<file path="config.mk">
export PLATFORM = sky130hd
export DESIGN_NAME = swdp_top
export DESIGN_NICKNAME = d
export VERILOG_FILES = /design/src/rtl/swdp_alu_flags.v /design/src/rtl/swdp_top.v
export VERILOG_INCLUDE_DIRS = /design/src /design/src/rtl
export SDC_FILE = /design/constraint.sdc
export NUM_CORES = 1
export LEC_CHECK = 0
export BUFFER_PORTS_ARGS = -buffer_cell sky130_fd_sc_hd__buf_2
export CAP_MARGIN = 20
export CORE_UTILIZATION = 55
export CTS_CLUSTER_SIZE = 14
export DETAILED_ROUTE_END_ITERATION = 16
export PLACE_DENSITY_LB_ADDON = 0.05
export SLEW_MARGIN = 20
export SYNTH_ARGS = -nofsm -noshare
export SYNTH_HDL_FRONTEND = slang
export SYNTH_SLANG_ARGS = --single-unit
</file>
<file path="constraint.sdc">
create_clock -name clk -period 17.2 [get_ports clk]
set_input_delay 3.44 -clock clk [delete_from_list [all_inputs] [get_ports clk]]
set_output_delay 3.44 -clock clk [all_outputs]
set_load 0.02 [all_outputs]
</file>
<file path="src/rtl/swdp_map.vh">
// Register map, field positions and codes of the status word and data pointer block
// Operation
// RL1: 16-bit pointer, whole or as two bytes
// RL2: Status word at D0H, fixed bit order
// RL3: Carry set on carry/borrow, else cleared
// RL4: Carry serves as Boolean bit accumulator
// RL5: Half-carry on nibble carry/borrow, else cleared
// RL6: Bank bits place working registers in 00H-1FH
// RL7: Overflow on signed overflow of add ops
// RL8: Overflow when product exceeds 255
// RL9: Overflow on divide by zero
// RL10: Overflow cleared otherwise by those ops
// RL11: Parity is odd count of accumulator ones
// RL12: User flags are software-only read/write bits
// RL13: Reset clears the whole status word
// RL14: Writes update all bits except parity
`ifndef SWDP_MAP_VH
`define SWDP_MAP_VH

// ----------------------------------------------------------------
// Register offsets (byte addresses)
// ----------------------------------------------------------------
`define SWDP_ADDR_W        8
`define SWDP_OFF_STATUS    8'hd0
`define SWDP_OFF_DP_LOW    8'h82
`define SWDP_OFF_DP_HIGH   8'h83
`define SWDP_OFF_DP_WORD   8'h84
`define SWDP_OFF_ACC       8'he0

// ----------------------------------------------------------------
// Status word bit positions
// ----------------------------------------------------------------
`define SWDP_BIT_CARRY     7
`define SWDP_BIT_HALF      6
`define SWDP_BIT_UF0       5
`define SWDP_BIT_BANK_HI   4
`define SWDP_BIT_BANK_LO   3
`define SWDP_BIT_OVF       2
`define SWDP_BIT_UF1       1
`define SWDP_BIT_PARITY    0

// ----------------------------------------------------------------
// Reset values
// ----------------------------------------------------------------
`define SWDP_STATUS_RST    8'h00
`define SWDP_DP_RST        16'h0000
`define SWDP_DP_HI_RST     8'h00
`define SWDP_DP_LO_RST     8'h00
`define SWDP_BANK_RST      5'h00
`define SWDP_ACC_RST       8'h00

// ----------------------------------------------------------------
// Operation codes from the execution datapath
// ----------------------------------------------------------------
`define SWDP_OP_W          4
`define SWDP_OP_NONE       4'h0
`define SWDP_OP_ADD        4'h1
`define SWDP_OP_ADD_CARRY  4'h2
`define SWDP_OP_SUB_BORROW 4'h3
`define SWDP_OP_PRODUCT    4'h4
`define SWDP_OP_DIV        4'h5
`define SWDP_OP_SETC       4'h6
`define SWDP_OP_CLRC       4'h7
`define SWDP_OP_CPLC       4'h8
`define SWDP_OP_ANLC       4'h9
`define SWDP_OP_ORLC       4'ha
`define SWDP_OP_MOVC       4'hb

// ----------------------------------------------------------------
// Misc constants
// ----------------------------------------------------------------
`define SWDP_BANK_SHIFT    3
`define SWDP_PROD_LIMIT    16'h00ff
`define SWDP_BYTE_ZERO     8'h00

`endif

</file>
<file path="src/rtl/swdp_alu_flags.v">
// Combinational flag computation for arithmetic and Boolean carry operations
`timescale 1ns/1ps
`include "swdp_map.vh"

module swdp_alu_flags (
	input  wire [`SWDP_OP_W-1:0] op_code,
	input  wire [7:0]            op_a,
	input  wire [7:0]            op_b,
	input  wire                  op_bit,
	input  wire                  carry_in,
	input  wire                  half_in,
	input  wire                  ovf_in,
	output reg                   carry_out,
	output reg                   half_out,
	output reg                   ovf_out,
	output reg  [7:0]            result
);

	reg [8:0]  sum9;
	reg [4:0]  sum5;
	reg [15:0] prod;
	reg        cin;

	// ----------------------------------------------------------------
	// Flag and result evaluation
	// ----------------------------------------------------------------
	// Subtraction done as a minus b minus borrow so borrow appears in bit 8
	always @* begin
		sum9      = 9'h000;
		sum5      = 5'h00;
		prod      = 16'h0000;
		cin       = 1'b0;
		carry_out = carry_in;
		half_out  = half_in;
		ovf_out   = ovf_in;
		result    = op_a;
		case (op_code)
			`SWDP_OP_ADD, `SWDP_OP_ADD_CARRY: begin
				cin       = (op_code == `SWDP_OP_ADD_CARRY) ? carry_in : 1'b0;
				sum9      = {1'b0, op_a} + {1'b0, op_b} + {8'h00, cin};
				sum5      = {1'b0, op_a[3:0]} + {1'b0, op_b[3:0]} + {4'h0, cin};
				result    = sum9[7:0];
				carry_out = sum9[8]; // RL3
				half_out  = sum5[4]; // RL5
				ovf_out   = (op_a[7] == op_b[7]) && (sum9[7] != op_a[7]); // RL7 RL10
			end
			`SWDP_OP_SUB_BORROW: begin
				sum9      = {1'b0, op_a} - {1'b0, op_b} - {8'h00, carry_in};
				sum5      = {1'b0, op_a[3:0]} - {1'b0, op_b[3:0]} - {4'h0, carry_in};
				result    = sum9[7:0];
				carry_out = sum9[8]; // RL3
				half_out  = sum5[4]; // RL5
				ovf_out   = (op_a[7] != op_b[7]) && (sum9[7] != op_a[7]); // RL7 RL10
			end
			// No nibble carry exists here, so both carry flags clear
			`SWDP_OP_PRODUCT: begin
				prod      = op_a * op_b;
				result    = prod[7:0];
				carry_out = 1'b0; // RL3
				half_out  = 1'b0; // RL5
				ovf_out   = (prod > `SWDP_PROD_LIMIT); // RL8 RL10
			end
			`SWDP_OP_DIV: begin
				result    = (op_b == `SWDP_BYTE_ZERO) ? op_a : op_a / op_b;
				carry_out = 1'b0; // RL3
				half_out  = 1'b0; // RL5
				ovf_out   = (op_b == `SWDP_BYTE_ZERO); // RL9 RL10
			end
			// Boolean ops treat carry as a one-bit accumulator
			`SWDP_OP_SETC: carry_out = 1'b1; // RL4
			`SWDP_OP_CLRC: carry_out = 1'b0; // RL4
			`SWDP_OP_CPLC: carry_out = ~carry_in; // RL4
			`SWDP_OP_ANLC: carry_out = carry_in & op_bit; // RL4
			`SWDP_OP_ORLC: carry_out = carry_in | op_bit; // RL4
			`SWDP_OP_MOVC: carry_out = op_bit; // RL4
			default: begin
				result = op_a;
			end
		endcase
	end

endmodule

</file>
<file path="src/rtl/swdp_top.v">
// Status word and data pointer block with classic Wishbone register access
`timescale 1ns/1ps
`include "swdp_map.vh"

module swdp_top (
	input  wire                    clk,
	input  wire                    rst_b,
	// Wishbone slave
	input  wire                    wb_cyc_i,
	input  wire                    wb_stb_i,
	input  wire                    wb_we_i,
	input  wire [`SWDP_ADDR_W-1:0] wb_adr_i,
	input  wire [3:0]              wb_sel_i,
	input  wire [31:0]             wb_dat_i,
	output reg  [31:0]             wb_dat_o,
	output reg                     wb_ack_o,
	output reg                     wb_err_o,
	// Execution datapath side
	input  wire [`SWDP_OP_W-1:0]   exec_op,
	input  wire [7:0]              exec_a,
	input  wire [7:0]              exec_b,
	input  wire                    exec_bit,
	input  wire                    acc_we,
	input  wire [7:0]              acc_wdata,
	input  wire                    dp_inc,
	output reg  [7:0]              exec_result,
	output reg  [7:0]              processor_status_word,
	output reg  [15:0]             data_pointer,
	output reg  [4:0]              bank_base,
	output reg  [7:0]              acc
);

	// ----------------------------------------------------------------
	// Flag state
	// ----------------------------------------------------------------
	reg        carry_flag;
	reg        half_carry_flag;
	reg        user_flag_zero;
	reg        bank_select_high;
	reg        bank_select_low;
	reg        overflow_flag;
	reg        user_flag_one;
	reg  [7:0] data_pointer_high;
	reg  [7:0] data_pointer_low;

	wire       alu_carry;
	wire       alu_half;
	wire       alu_ovf;
	wire [7:0] alu_result;
	wire       parity_now;
	wire [7:0] status_view;
	wire       bus_req;
	wire       hit_status;
	wire       hit_dp_low;
	wire       hit_dp_high;
	wire       hit_dpw;
	wire       hit_acc;
	wire       hit_any;
	wire       wr_status;
	wire       arith_op;
	wire [15:0] dp_word;
	wire [15:0] next_dp;
	wire [7:0] next_acc;

	// ----------------------------------------------------------------
	// Flag arithmetic
	// ----------------------------------------------------------------
	swdp_alu_flags u_flags (
		.op_code   (exec_op),
		.op_a      (exec_a),
		.op_b      (exec_b),
		.op_bit    (exec_bit),
		.carry_in  (carry_flag),
		.half_in   (half_carry_flag),
		.ovf_in    (overflow_flag),
		.carry_out (alu_carry),
		.half_out  (alu_half),
		.ovf_out   (alu_ovf),
		.result    (alu_result)
	);

	// ----------------------------------------------------------------
	// Bus decode
	// ----------------------------------------------------------------
	// Ack drops for one cycle after each answer, so a held request is served again only every other cycle
	assign bus_req  = wb_cyc_i & wb_stb_i & ~wb_ack_o & ~wb_err_o;
	assign hit_status  = (wb_adr_i == `SWDP_OFF_STATUS);
	assign hit_dp_low  = (wb_adr_i == `SWDP_OFF_DP_LOW);
	assign hit_dp_high = (wb_adr_i == `SWDP_OFF_DP_HIGH);
	assign hit_dpw     = (wb_adr_i == `SWDP_OFF_DP_WORD);
	assign hit_acc     = (wb_adr_i == `SWDP_OFF_ACC);
	assign hit_any     = hit_status | hit_dp_low | hit_dp_high | hit_dpw | hit_acc;
	assign wr_status   = bus_req & wb_we_i & hit_status & wb_sel_i[0];
	assign arith_op    = (exec_op == `SWDP_OP_ADD) | (exec_op == `SWDP_OP_ADD_CARRY)
		| (exec_op == `SWDP_OP_SUB_BORROW) | (exec_op == `SWDP_OP_PRODUCT) | (exec_op == `SWDP_OP_DIV);

	// Parity follows the accumulator value continuously
	assign parity_now = ^acc; // RL11 RL14
	assign status_view = {carry_flag, half_carry_flag, user_flag_zero, bank_select_high,
		bank_select_low, overflow_flag, user_flag_one, parity_now}; // RL2
	assign dp_word    = {data_pointer_high, data_pointer_low};

	// ----------------------------------------------------------------
	// Accumulator (parity source)
	// ----------------------------------------------------------------
	// Bus write to the accumulator wins over the datapath in the same cycle
	assign next_acc = (bus_req & wb_we_i & hit_acc & wb_sel_i[0]) ? wb_dat_i[7:0]
		: acc_we ? acc_wdata
		: arith_op ? alu_result
		: acc;

	always @(posedge clk) begin
		if (!rst_b) begin
			acc <= `SWDP_ACC_RST;
		end else begin
			acc <= next_acc;
		end
	end

	// ----------------------------------------------------------------
	// Status word flags
	// ----------------------------------------------------------------
	// A software write covers all writable bits; same-cycle hardware update loses
	always @(posedge clk) begin
		if (!rst_b) begin
			carry_flag       <= 1'b0; // RL13
			half_carry_flag  <= 1'b0; // RL13
			user_flag_zero   <= 1'b0; // RL13
			bank_select_high <= 1'b0; // RL13
			bank_select_low  <= 1'b0; // RL13
			overflow_flag    <= 1'b0; // RL13
			user_flag_one    <= 1'b0; // RL13
		end else if (wr_status) begin
			carry_flag       <= wb_dat_i[`SWDP_BIT_CARRY]; // RL14
			half_carry_flag  <= wb_dat_i[`SWDP_BIT_HALF]; // RL14
			user_flag_zero   <= wb_dat_i[`SWDP_BIT_UF0]; // RL12
			bank_select_high <= wb_dat_i[`SWDP_BIT_BANK_HI]; // RL14
			bank_select_low  <= wb_dat_i[`SWDP_BIT_BANK_LO]; // RL14
			overflow_flag    <= wb_dat_i[`SWDP_BIT_OVF]; // RL14
			user_flag_one    <= wb_dat_i[`SWDP_BIT_UF1]; // RL12
		end else begin
			// User flags are never touched here
			carry_flag      <= alu_carry; // RL3 RL4
			half_carry_flag <= alu_half; // RL5
			overflow_flag   <= alu_ovf; // RL7 RL8 RL9 RL10
		end
	end

	// ----------------------------------------------------------------
	// Data pointer
	// ----------------------------------------------------------------
	// Byte-wide and word-wide views share the same two byte registers
	assign next_dp = dp_word + 16'h0001;

	always @(posedge clk) begin
		if (!rst_b) begin
			data_pointer_high <= `SWDP_DP_HI_RST;
			data_pointer_low  <= `SWDP_DP_LO_RST;
		end else if (bus_req & wb_we_i & hit_dpw) begin
			if (wb_sel_i[1]) data_pointer_high <= wb_dat_i[15:8]; // RL1
			if (wb_sel_i[0]) data_pointer_low  <= wb_dat_i[7:0]; // RL1
		end else if (bus_req & wb_we_i & hit_dp_high & wb_sel_i[0]) begin
			data_pointer_high <= wb_dat_i[7:0]; // RL1
		end else if (bus_req & wb_we_i & hit_dp_low & wb_sel_i[0]) begin
			data_pointer_low <= wb_dat_i[7:0]; // RL1
		end else if (dp_inc) begin
			data_pointer_high <= next_dp[15:8];
			data_pointer_low  <= next_dp[7:0];
		end
	end

	// ----------------------------------------------------------------
	// Registered outputs
	// ----------------------------------------------------------------
	// Status word output lags one cycle behind the flags to keep outputs on flops
	always @(posedge clk) begin
		if (!rst_b) begin
			processor_status_word <= `SWDP_STATUS_RST;
			data_pointer          <= `SWDP_DP_RST;
			bank_base             <= `SWDP_BANK_RST;
			exec_result           <= `SWDP_BYTE_ZERO;
		end else begin
			processor_status_word <= status_view;
			data_pointer          <= dp_word;
			bank_base             <= {bank_select_high, bank_select_low, 3'h0}; // RL6
			exec_result           <= alu_result;
		end
	end

	// ----------------------------------------------------------------
	// Bus answer
	// ----------------------------------------------------------------
	// Unmapped addresses answer with err so software sees the fault
	always @(posedge clk) begin
		if (!rst_b) begin
			wb_ack_o <= 1'b0;
			wb_err_o <= 1'b0;
			wb_dat_o <= 32'h0000_0000;
		end else begin
			wb_ack_o <= bus_req & hit_any;
			wb_err_o <= bus_req & ~hit_any;
			if (bus_req & ~wb_we_i) begin
				wb_dat_o <= hit_status ? {24'h000000, status_view}
					: hit_dp_low ? {24'h000000, data_pointer_low}
					: hit_dp_high ? {24'h000000, data_pointer_high}
					: hit_dpw ? {16'h0000, dp_word}
					: hit_acc ? {24'h000000, acc}
					: 32'h0000_0000;
			end else begin
				wb_dat_o <= 32'h0000_0000;
			end
		end
	end

endmodule

</file>
==> results of run 1 <==
## flip-flops by register name, indices dropped and copies added, names as in the netlist, 8 cells and up
| name | count |
|---|---|
| data_pointer | 16 |
| wb_dat_o | 16 |
| acc | 8 |
| data_pointer_high | 8 |
| data_pointer_low | 8 |
| exec_result | 8 |
| processor_status_word | 8 |
## cell usage after synthesis, drive strengths merged, types with 5 or more instances
cell and n:
a221oi 6, and3 9, a31oi 8, a21o 11
xnor2 29, a222oi 9, nor4 5, nand2 75
o21ai 70, mux2 15, a21oi 62, a211oi 9
fa 40, xor2 7, and2 38, dfxtp 81
o21a 24, nand2b 9, ha 99, nor3 32
nand4 9, nor2 106, a22oi 7, buf 23
inv 94, nor3b 8, clkbuf 36, mux2i 5
o211ai 7, or3 6, nand3 13
## metal layers
metal | wire length [µm] | GRT usage [%]
met1 | 9460 | 37.8
met2 | 10800 | 53.1
met3 | 1670 | 3.30
met4 | 612 | 10.4
met5 | 0 | 0
## critical path, delay by kind of cell
family,cells,cell delay (ns)
AOI/OAI and AO/OA,28,6.12
muxes,4,1.36
and+or+nand+nor,5,1.94
adders and majority gates,7,1.92
buffers and inverters,3,0.44
## cells in the final DEF, fill, tap and decap left out, types with 6 or more instances in the layout
cell type,instances
inv_1,93
o21a_1,24
conb_1,19
xnor2_1,29
a222oi_1,9
and3_1,9
a22oi_1,7
dfxtp_1,81
xor2_1,7
nand3_1,13
or3_1,6
fa_1,40
mux2_2,11
buf_2,121
o21ai_0,69
and2_1,38
nor3_1,31
nand2_1,75
a21o_1,10
nand2b_1,9
nor3b_1,8
nor2_1,106
ha_1,99
a221oi_1,6
nand4_1,9
a211oi_1,7
o211ai_1,7
a31oi_1,8
clkbuf_16,9
a21oi_1,62
## power by group
group	internal, µW	leakage, µW	switching, µW	total, µW
Clock	127	0.000146	74.2	201
Combinational	140	0.00344	193	333
Sequential	194	0.000658	4.65	198
Total	460	0.00425	272	732
## cell families after synthesis
| kind of cell | after synthesis |
|---|---|
| other cells | 1 |
| buf+inv | 154 |
| mux | 20 |
| fa+ha+maj | 139 |
| xor+xnor | 36 |
| flops | 81 |
| simple gates | 330 |
| compound gates | 256 |
## per-stage QoR
step,instances,total power [µW],cell area (µm²),hold WS [ns],worst slack (ns)
after floorplan,1035,459,8250,0.437,3.71
final,1300,732,9110,0.483,2.17
after global routing,1300,787,9110,0.518,1.36
after detailed placement,1284,532,8790,0.464,1.87
after CTS,1300,733,9110,0.472,2.20
after global placement,1284,529,8790,0.456,2.08
## cell type report
class / instances / area share, %
Multi-Input combinational cell: 800 / 65.4
Sequential cell: 81 / 17.8
Timing Repair Buffer: 124 / 6.90
Inverter: 95 / 3.92
Clock buffer: 11 / 2.56
Tap cell: 184 / 2.53
Clock inverter: 5 / 0.879
## final timing paths
kind | endpoint | slack [ns]
min | user_flag_zero | 0.48
max reg2reg | acc[7] | 13.93
max | acc[0] | 2.17
min reg2reg | user_flag_zero | 0.48
==> results.json, run 1 <==
{
  "netlist.area_leader.share_pct": 19.8,
  "synth_top_family_by_area": "adder cells",
  "htree_levels": 3,
  "cts-buffers-inserted": 9,
  "track_usage_pct": 30.0,
  "grt_overflow": 0,
  "powerDensity_mw_per_mm2": 80.4,
  "synth_edf_count": 0,
  "synth_xor_area_share_pct": 3.85,
  "drcViolationCount": 0,
  "ys_top_cells_by_area": "dfxtp_1, ha_1, fa_1",
  "maxCapViolations": 0,
  "syn_to_final_growth_pct": 11.4,
  "ys.flop_type": "dfxtp_1",
  "grt_max_degree": 42,
  "drtIter0Drc": 709,
  "multi_input_area_mm2": 0.00596,
  "cts_setup_buffers": 0,
  "synth_compound_area_share_pct": 20.6,
  "drt_wl_total_um": 22500,
  "ctsResizeCount": 0,
  "worstSkewPairLatency_ns": 0.34,
  "antenna_found_initial": 0,
  "slowest_stage": "o41ai_1",
  "path_common_cell": "o21a_1",
  "async_reset_ff_share_pct": 0,
  "syn-cell-area_mm2": 0.00818,
  "initial_core_util_pct": 56.3,
  "ir_worst_vdd_uv": 65.2,
  "synth.avg_cell_area_um2": 8.04,
  "crit_path_start": "exec_b[6]",
  "fin_crit_ns": 15.03,
  "crit_arrival_ns": 15.24,
  "drive_above_1_share_pct": 15.1,
  "hold_path_class": "register to register",
  "hold-path-cell-count": 2,
  "fin_skew_ns": 0.00393,
  "clock_tree.buffer_depth": 2,
  "setup_viol": 0,
  "rr_worst_depth": 10,
  "die_width_um": 124,
  "cts_tree": "built",
  "core-area_mm2": 0.0145,
  "period_share_pct": 87.4,
  "root_buffer": "clkbuf_16",
  "min_from": "user_flag_zero",
  "slew_headroom_pct": 27.7,
  "p_leak_uw": 0.00425,
  "viasPerCell": 5.85,
  "filler_cell_count": 1386,
  "io_pins": 159,
  "gp_congestion": 0.942,
  "synth_top_area_cell": "dfxtp_1",
  "first_global_vias": 6815,
  "fin_util_pct": 62.7,
  "status": "finished, final reports clean",
  "antenna_cells": 0,
  "ys_seq_area_share_pct": 19.8,
  "syn_inst": 1017,
  "hold_buffers": 0,
  "timing.rr.start": "carry_flag",
  "row_count": 44,
  "dr_total_vias": 7606,
  "synthAdderAreaFrac_pct": 24.9,
  "rsz0062_at_grt": "false",
  "crit_fanout": 10,
  "clock_sinks": 81,
  "crit_type": "input port to register",
  "setup_tns_ns": 0,
  "clkTransAtPathRegs_ns": 0.06,
  "yosys.area_share.simple_pct": 19.7,
  "dp_hpwl_um": 17700,
  "ys_seq_elements": 81,
  "slew_violations": 0,
  "fmax_ghz": 0.0665,
  "wire_per_inst_um": 17.3,
  "tightest_slew_ns": 1.07,
  "die_y_um": 124,
  "worstSetupStartpointType": "input port",
  "ant_nets": 0,
  "worstSetupEndpointType": "register",
  "dr.pass1.iters": 5,
  "hold_viol": 0,
  "grt_first_pass_wirelength_um": 35200,
  "crit_required_ns": 17.41,
  "synth.distinct_cells": 72,
  "io_buffers": 121,
  "slowest_delay_ns": 0.73,
  "die_area_mm2": 0.0154,
  "synth.area.mux_share_pct": 2.86,
  "yosysWarnings": 0,
  "nets": 1330,
  "seqCellArea_mm2": 0.00162
}
No activity file was read; power rests on OpenSTA's default activity.
==> inputs of run 2 (changes only) <==
--- a/config.mk
+++ b/config.mk
@@ -8,7 +8,7 @@
 export LEC_CHECK = 0
 export BUFFER_PORTS_ARGS = -buffer_cell sky130_fd_sc_hd__buf_2
 export CAP_MARGIN = 20
-export CORE_UTILIZATION = 55
+export CORE_UTILIZATION = 35
 export CTS_CLUSTER_SIZE = 14
 export DETAILED_ROUTE_END_ITERATION = 16
 export PLACE_DENSITY_LB_ADDON = 0.05
==> results.json, run 2 (synthesis gave the netlist of run 1 again) <==
{
  "drt_wl_total_um": 26400,
  "slowest_delay_ns": 0.63,
  "htree_levels": 3,
  "fin_crit_ns": 15.05,
  "hold_buffers": 0,
  "slowest_stage": "or4_4",
  "powerDensity_mw_per_mm2": 82.2,
  "tightest_slew_ns": 0.948,
  "drcViolationCount": 0,
  "rr_worst_depth": 10,
  "die_width_um": 155,
  "track_usage_pct": 22.3,
  "rsz0062_at_grt": "false",
  "clock_tree.buffer_depth": 2,
  "ant_nets": 0,
  "clock_sinks": 81,
  "ir_worst_vdd_uv": 50.7,
  "fmax_ghz": 0.0664,
  "status": "finished, final reports clean",
  "timing.rr.start": "carry_flag",
  "first_global_vias": 7142,
  "grt_max_degree": 42,
  "root_buffer": "clkbuf_16",
  "power_uw": 766,
  "io_pins": 159,
  "row_count": 55,
  "hold-path-cell-count": 2,
  "min_from": "user_flag_one",
  "worstSetupStartpointType": "input port",
  "gp_congestion": 0.806,
  "initial_core_util_pct": 35.9,
  "viasPerCell": 5.26,
  "die_y_um": 155,
  "p_leak_uw": 0.00428,
  "worstSkewPairLatency_ns": 0.35,
  "most-common-layout-cells": "buf_2, nor2_1, ha_1",
  "period_share_pct": 87.5,
  "hold_viol": 0,
  "drtIter0Drc": 417,
  "crit_fanout": 10,
  "filler_cell_count": 2388,
  "grt_first_pass_wirelength_um": 40800,
  "cts_tree": "built",
  "nets": 1331,
  "maxCapViolations": 0,
  "crit_type": "input port to register",
  "path_common_cell": "o21a_1",
  "dr.pass1.iters": 6,
  "combinationalPowerShare_pct": 43.8,
  "drive_above_1_share_pct": 15.4,
  "slew_violations": 0,
  "fin_skew_ns": 0.00951,
  "power_switching_uw": 288,
  "core-area_mm2": 0.0228,
  "setup_viol": 0,
  "cts_setup_buffers": 0,
  "worstSetupEndpointType": "register",
  "die_area_mm2": 0.0240,
  "antenna_cells": 0,
  "cts-buffers-inserted": 9,
  "clkTransAtPathRegs_ns": 0.07,
  "crit_required_ns": 17.42,
  "io_buffers": 121,
  "antenna_found_initial": 0,
  "crit_arrival_ns": 15.27,
  "p_int_uw": 478,
  "clock_power_share_pct": 30.3,
  "slew_headroom_pct": 36.3,
  "crit_path_start": "exec_b[6]",
  "setup_tns_ns": 0,
  "final_common_cell": "buf_2",
  "grt_overflow": 0,
  "ctsResizeCount": 0,
  "p_sw_share_pct": 37.6,
  "hold_path_class": "register to register",
  "wire_per_inst_um": 18.4,
  "seqPwrFrac_pct": 25.9,
  "top_regs": "data_pointer: 16 flops, wb_dat_o: 16 flops",
  "syn_to_final_growth_pct": 14.0,
  "dp_hpwl_um": 20900,
  "dr_total_vias": 7517
}
==> run 2: path summary, 6_finish.rpt <==
path / endpoint / slack [ns]
max: acc[0] / 2.15
min: user_flag_one / 0.49
max reg2reg: acc[7] / 13.90
min reg2reg: user_flag_one / 0.49
==> run 2: final cells by class <==
type / instances / area, µm² / share of cell area (%)
Multi-Input combinational cell: 800 / 5970 / 64.0
Tap cell: 313 / 392 / 4.20
Clock buffer: 9 / 225 / 2.41
Timing Repair Buffer: 125 / 636 / 6.82
Inverter: 95 / 357 / 3.82
Sequential cell: 81 / 1620 / 17.4
Clock inverter: 7 / 130 / 1.40
==> run 2: worst max-delay path: cells and delay by family <==
kind | cells | cell delay (ns)
AO/OA/AOI/OAI | 31 | 6.75
multiplexers | 3 | 1.06
adder cells (fa/ha/maj) | 7 | 2.00
AND/OR/NAND/NOR | 4 | 1.50
buffers and inverters | 3 | 0.50
==> run 2: power groups by stage <==
stage / clock (µW) / combinational [µW] / sequential (µW)
after floorplan: 0 / 252 / 207
after global placement: 0 / 334 / 203
after detailed placement: 0 / 333 / 203
after CTS: 235 / 336 / 199
after global routing: 242 / 379 / 199
final: 232 / 336 / 199
==> run 2: metal layers <==
layer	track usage [%]	part of all wire (%)	routed length, µm
met4	5.23	1.6	424
met3	2.09	3.9	1030
met2	36.6	45	11900
met1	31.4	49	13000
met5	0	0	0
==> run 2: stage by stage <==
stage	hold WS (ns)	cells	utilization [%]	setup WS (ns)	area [µm²]
after detailed placement	0.481	1414	39.4	1.89	8960
after global routing	0.514	1430	40.9	1.28	9330
after floorplan	0.437	1035	-	3.71	8250
after global placement	0.460	1414	39.4	2.00	8960
final	0.491	1430	40.9	2.15	9330
after CTS	0.490	1430	40.9	2.23	9320
==> inputs of run 3 (changes only) <==
--- a/config.mk
+++ b/config.mk
@@ -8,10 +8,11 @@
 export LEC_CHECK = 0
 export BUFFER_PORTS_ARGS = -buffer_cell sky130_fd_sc_hd__buf_2
 export CAP_MARGIN = 20
-export CORE_UTILIZATION = 35
+export CORE_UTILIZATION = 40
 export CTS_CLUSTER_SIZE = 14
 export DETAILED_ROUTE_END_ITERATION = 16
 export PLACE_DENSITY_LB_ADDON = 0.05
+export REMOVE_ABC_BUFFERS = 1
 export SLEW_MARGIN = 20
 export SYNTH_ARGS = -nofsm -noshare
 export SYNTH_HDL_FRONTEND = slang
==> results.json, run 3 (synthesis gave the netlist of run 1 again) <==
{
  "status": "finished, final reports clean",
  "drt_wl_total_um": 25000,
  "crit_required_ns": 17.42,
  "power_uw": 754,
  "core-area_mm2": 0.0198,
  "top_regs": "data_pointer: 16 flops, wb_dat_o: 16 flops",
  "first_global_vias": 7082,
  "grt_first_pass_wirelength_um": 39600,
  "cts_tree": "built",
  "r2r_slack_ns": 13.91,
  "row_count": 51,
  "gp_congestion": 0.871,
  "die_area_mm2": 0.0210,
  "antenna_cells": 0,
  "grt_overflow": 0,
  "final_common_cell": "buf_2",
  "rr_worst_depth": 10,
  "slew_violations": 0,
  "fin_crit_ns": 14.83,
  "path_common_cell": "o21a_1",
  "powerDensity_mw_per_mm2": 81.6,
  "drcViolationCount": 0,
  "clock_sinks": 81,
  "syn_to_final_growth_pct": 12.9,
  "viasPerCell": 5.47,
  "ctsResizeCount": 0,
  "timing.rr.start": "carry_flag",
  "hold_path_class": "register to register",
  "crit_type": "input port to register",
  "dp_hpwl_um": 20000,
  "nets": 1331,
  "fmax_ghz": 0.0674,
  "wire_per_inst_um": 18.1,
  "tightest_slew_ns": 0.991,
  "worstSetupStartpointType": "input port",
  "hold_viol": 0,
  "antenna_found_initial": 0,
  "most-common-layout-cells": "buf_2, nor2_1, ha_1",
  "crit_arrival_ns": 15.05,
  "drive_above_1_share_pct": 15.4,
  "worstSkewPairLatency_ns": 0.34,
  "min_from": "user_flag_zero",
  "grt_max_degree": 42,
  "hold-path-cell-count": 2,
  "reg2reg_to": "acc[7]",
  "clock_tree.buffer_depth": 2,
  "slowest_delay_ns": 0.62,
  "clkTransAtPathRegs_ns": 0.07,
  "drtIter0Drc": 622,
  "dr_total_vias": 7557,
  "cts-buffers-inserted": 9,
  "hold_buffers": 0,
  "die_y_um": 145,
  "hold_end": "user_flag_zero",
  "period_share_pct": 86.2,
  "htree_levels": 3,
  "io_buffers": 121,
  "crit_fanout": 10,
  "ir_worst_vdd_uv": 48.3,
  "fin_skew_ns": 0.0109,
  "slew_headroom_pct": 33.5,
  "fin_util_pct": 46.7,
  "setup_viol": 0,
  "ant_nets": 0,
  "track_usage_pct": 23.9,
  "p_leak_uw": 0.00427,
  "initial_core_util_pct": 41.3,
  "dr.pass1.iters": 8,
  "maxCapViolations": 0,
  "root_buffer": "clkbuf_16",
  "slowest_stage": "or4_4",
  "io_pins": 159,
  "die_width_um": 145,
  "rsz0062_at_grt": "false",
  "setup_tns_ns": 0,
  "cts_setup_buffers": 0,
  "worstSetupEndpointType": "register"
}
-- run 3: area by class of cell --
type | instances | area, µm²
clock buffers | 9 | 225
clock inverters | 7 | 105
fillers | 2042 | 10500
inverters | 95 | 357
multi-input cells | 800 | 5960
flip-flops and latches | 81 | 1620
well taps | 265 | 332
repair buffers | 125 | 636
-- run 3: metrics by stage --
step,instances,hold WS [ns],worst slack (ns),cell area (µm²)
2_1_floorplan,976,0.437,3.67,7930
3_5_place_dp,1366,0.483,2.03,8900
6_report,1382,0.500,2.37,9230
3_3_place_gp,1366,0.466,2.19,8900
4_1_cts,1382,0.492,2.34,9230
5_1_grt,1382,0.513,1.53,9230
-- run 3: worst max path at each step --
| stage | startpoint | endpoint | slack (ns) | cells past startpoint |
|---|---|---|---|---|
| 6_report | exec_b[6] | acc[0] | 2.37 | 48 |
| 5_1_grt | exec_b[6] | acc[0] | 1.53 | 49 |
| 4_1_cts | exec_b[6] | acc[0] | 2.34 | 49 |
| 3_5_place_dp | exec_b[6] | acc[0] | 2.03 | 49 |
| 3_3_place_gp | exec_b[6] | acc[0] | 2.19 | 47 |
| 2_1_floorplan | exec_b[6] | acc[0] | 3.67 | 47 |
-- run 3: power by group --
group	switching (µW)	internal, µW
Clock	87.2	130
Sequential	5.56	193
Combinational	197	141
-- run 3: metal layers --
metal | track usage (%) | routed length [µm] | vias to the layer above
met5 | 0 | 0 | -
met4 | 5.80 | 405 | 0
met3 | 3.33 | 1390 | 29
met2 | 38.0 | 11000 | 249
met1 | 33.9 | 12200 | 3551
li1 | - | - | 3728
-- run 3: critical path: cells and delay by family --
| family | cells | cell delay (ns) |
|---|---|---|
| AO/OA/AOI/OAI | 30 | 6.25 |
| adder cells (fa/ha/maj) | 7 | 1.91 |
| buffers and inverters | 3 | 0.47 |
| multiplexers | 3 | 1.02 |
| AND/OR/NAND/NOR | 5 | 1.95 |
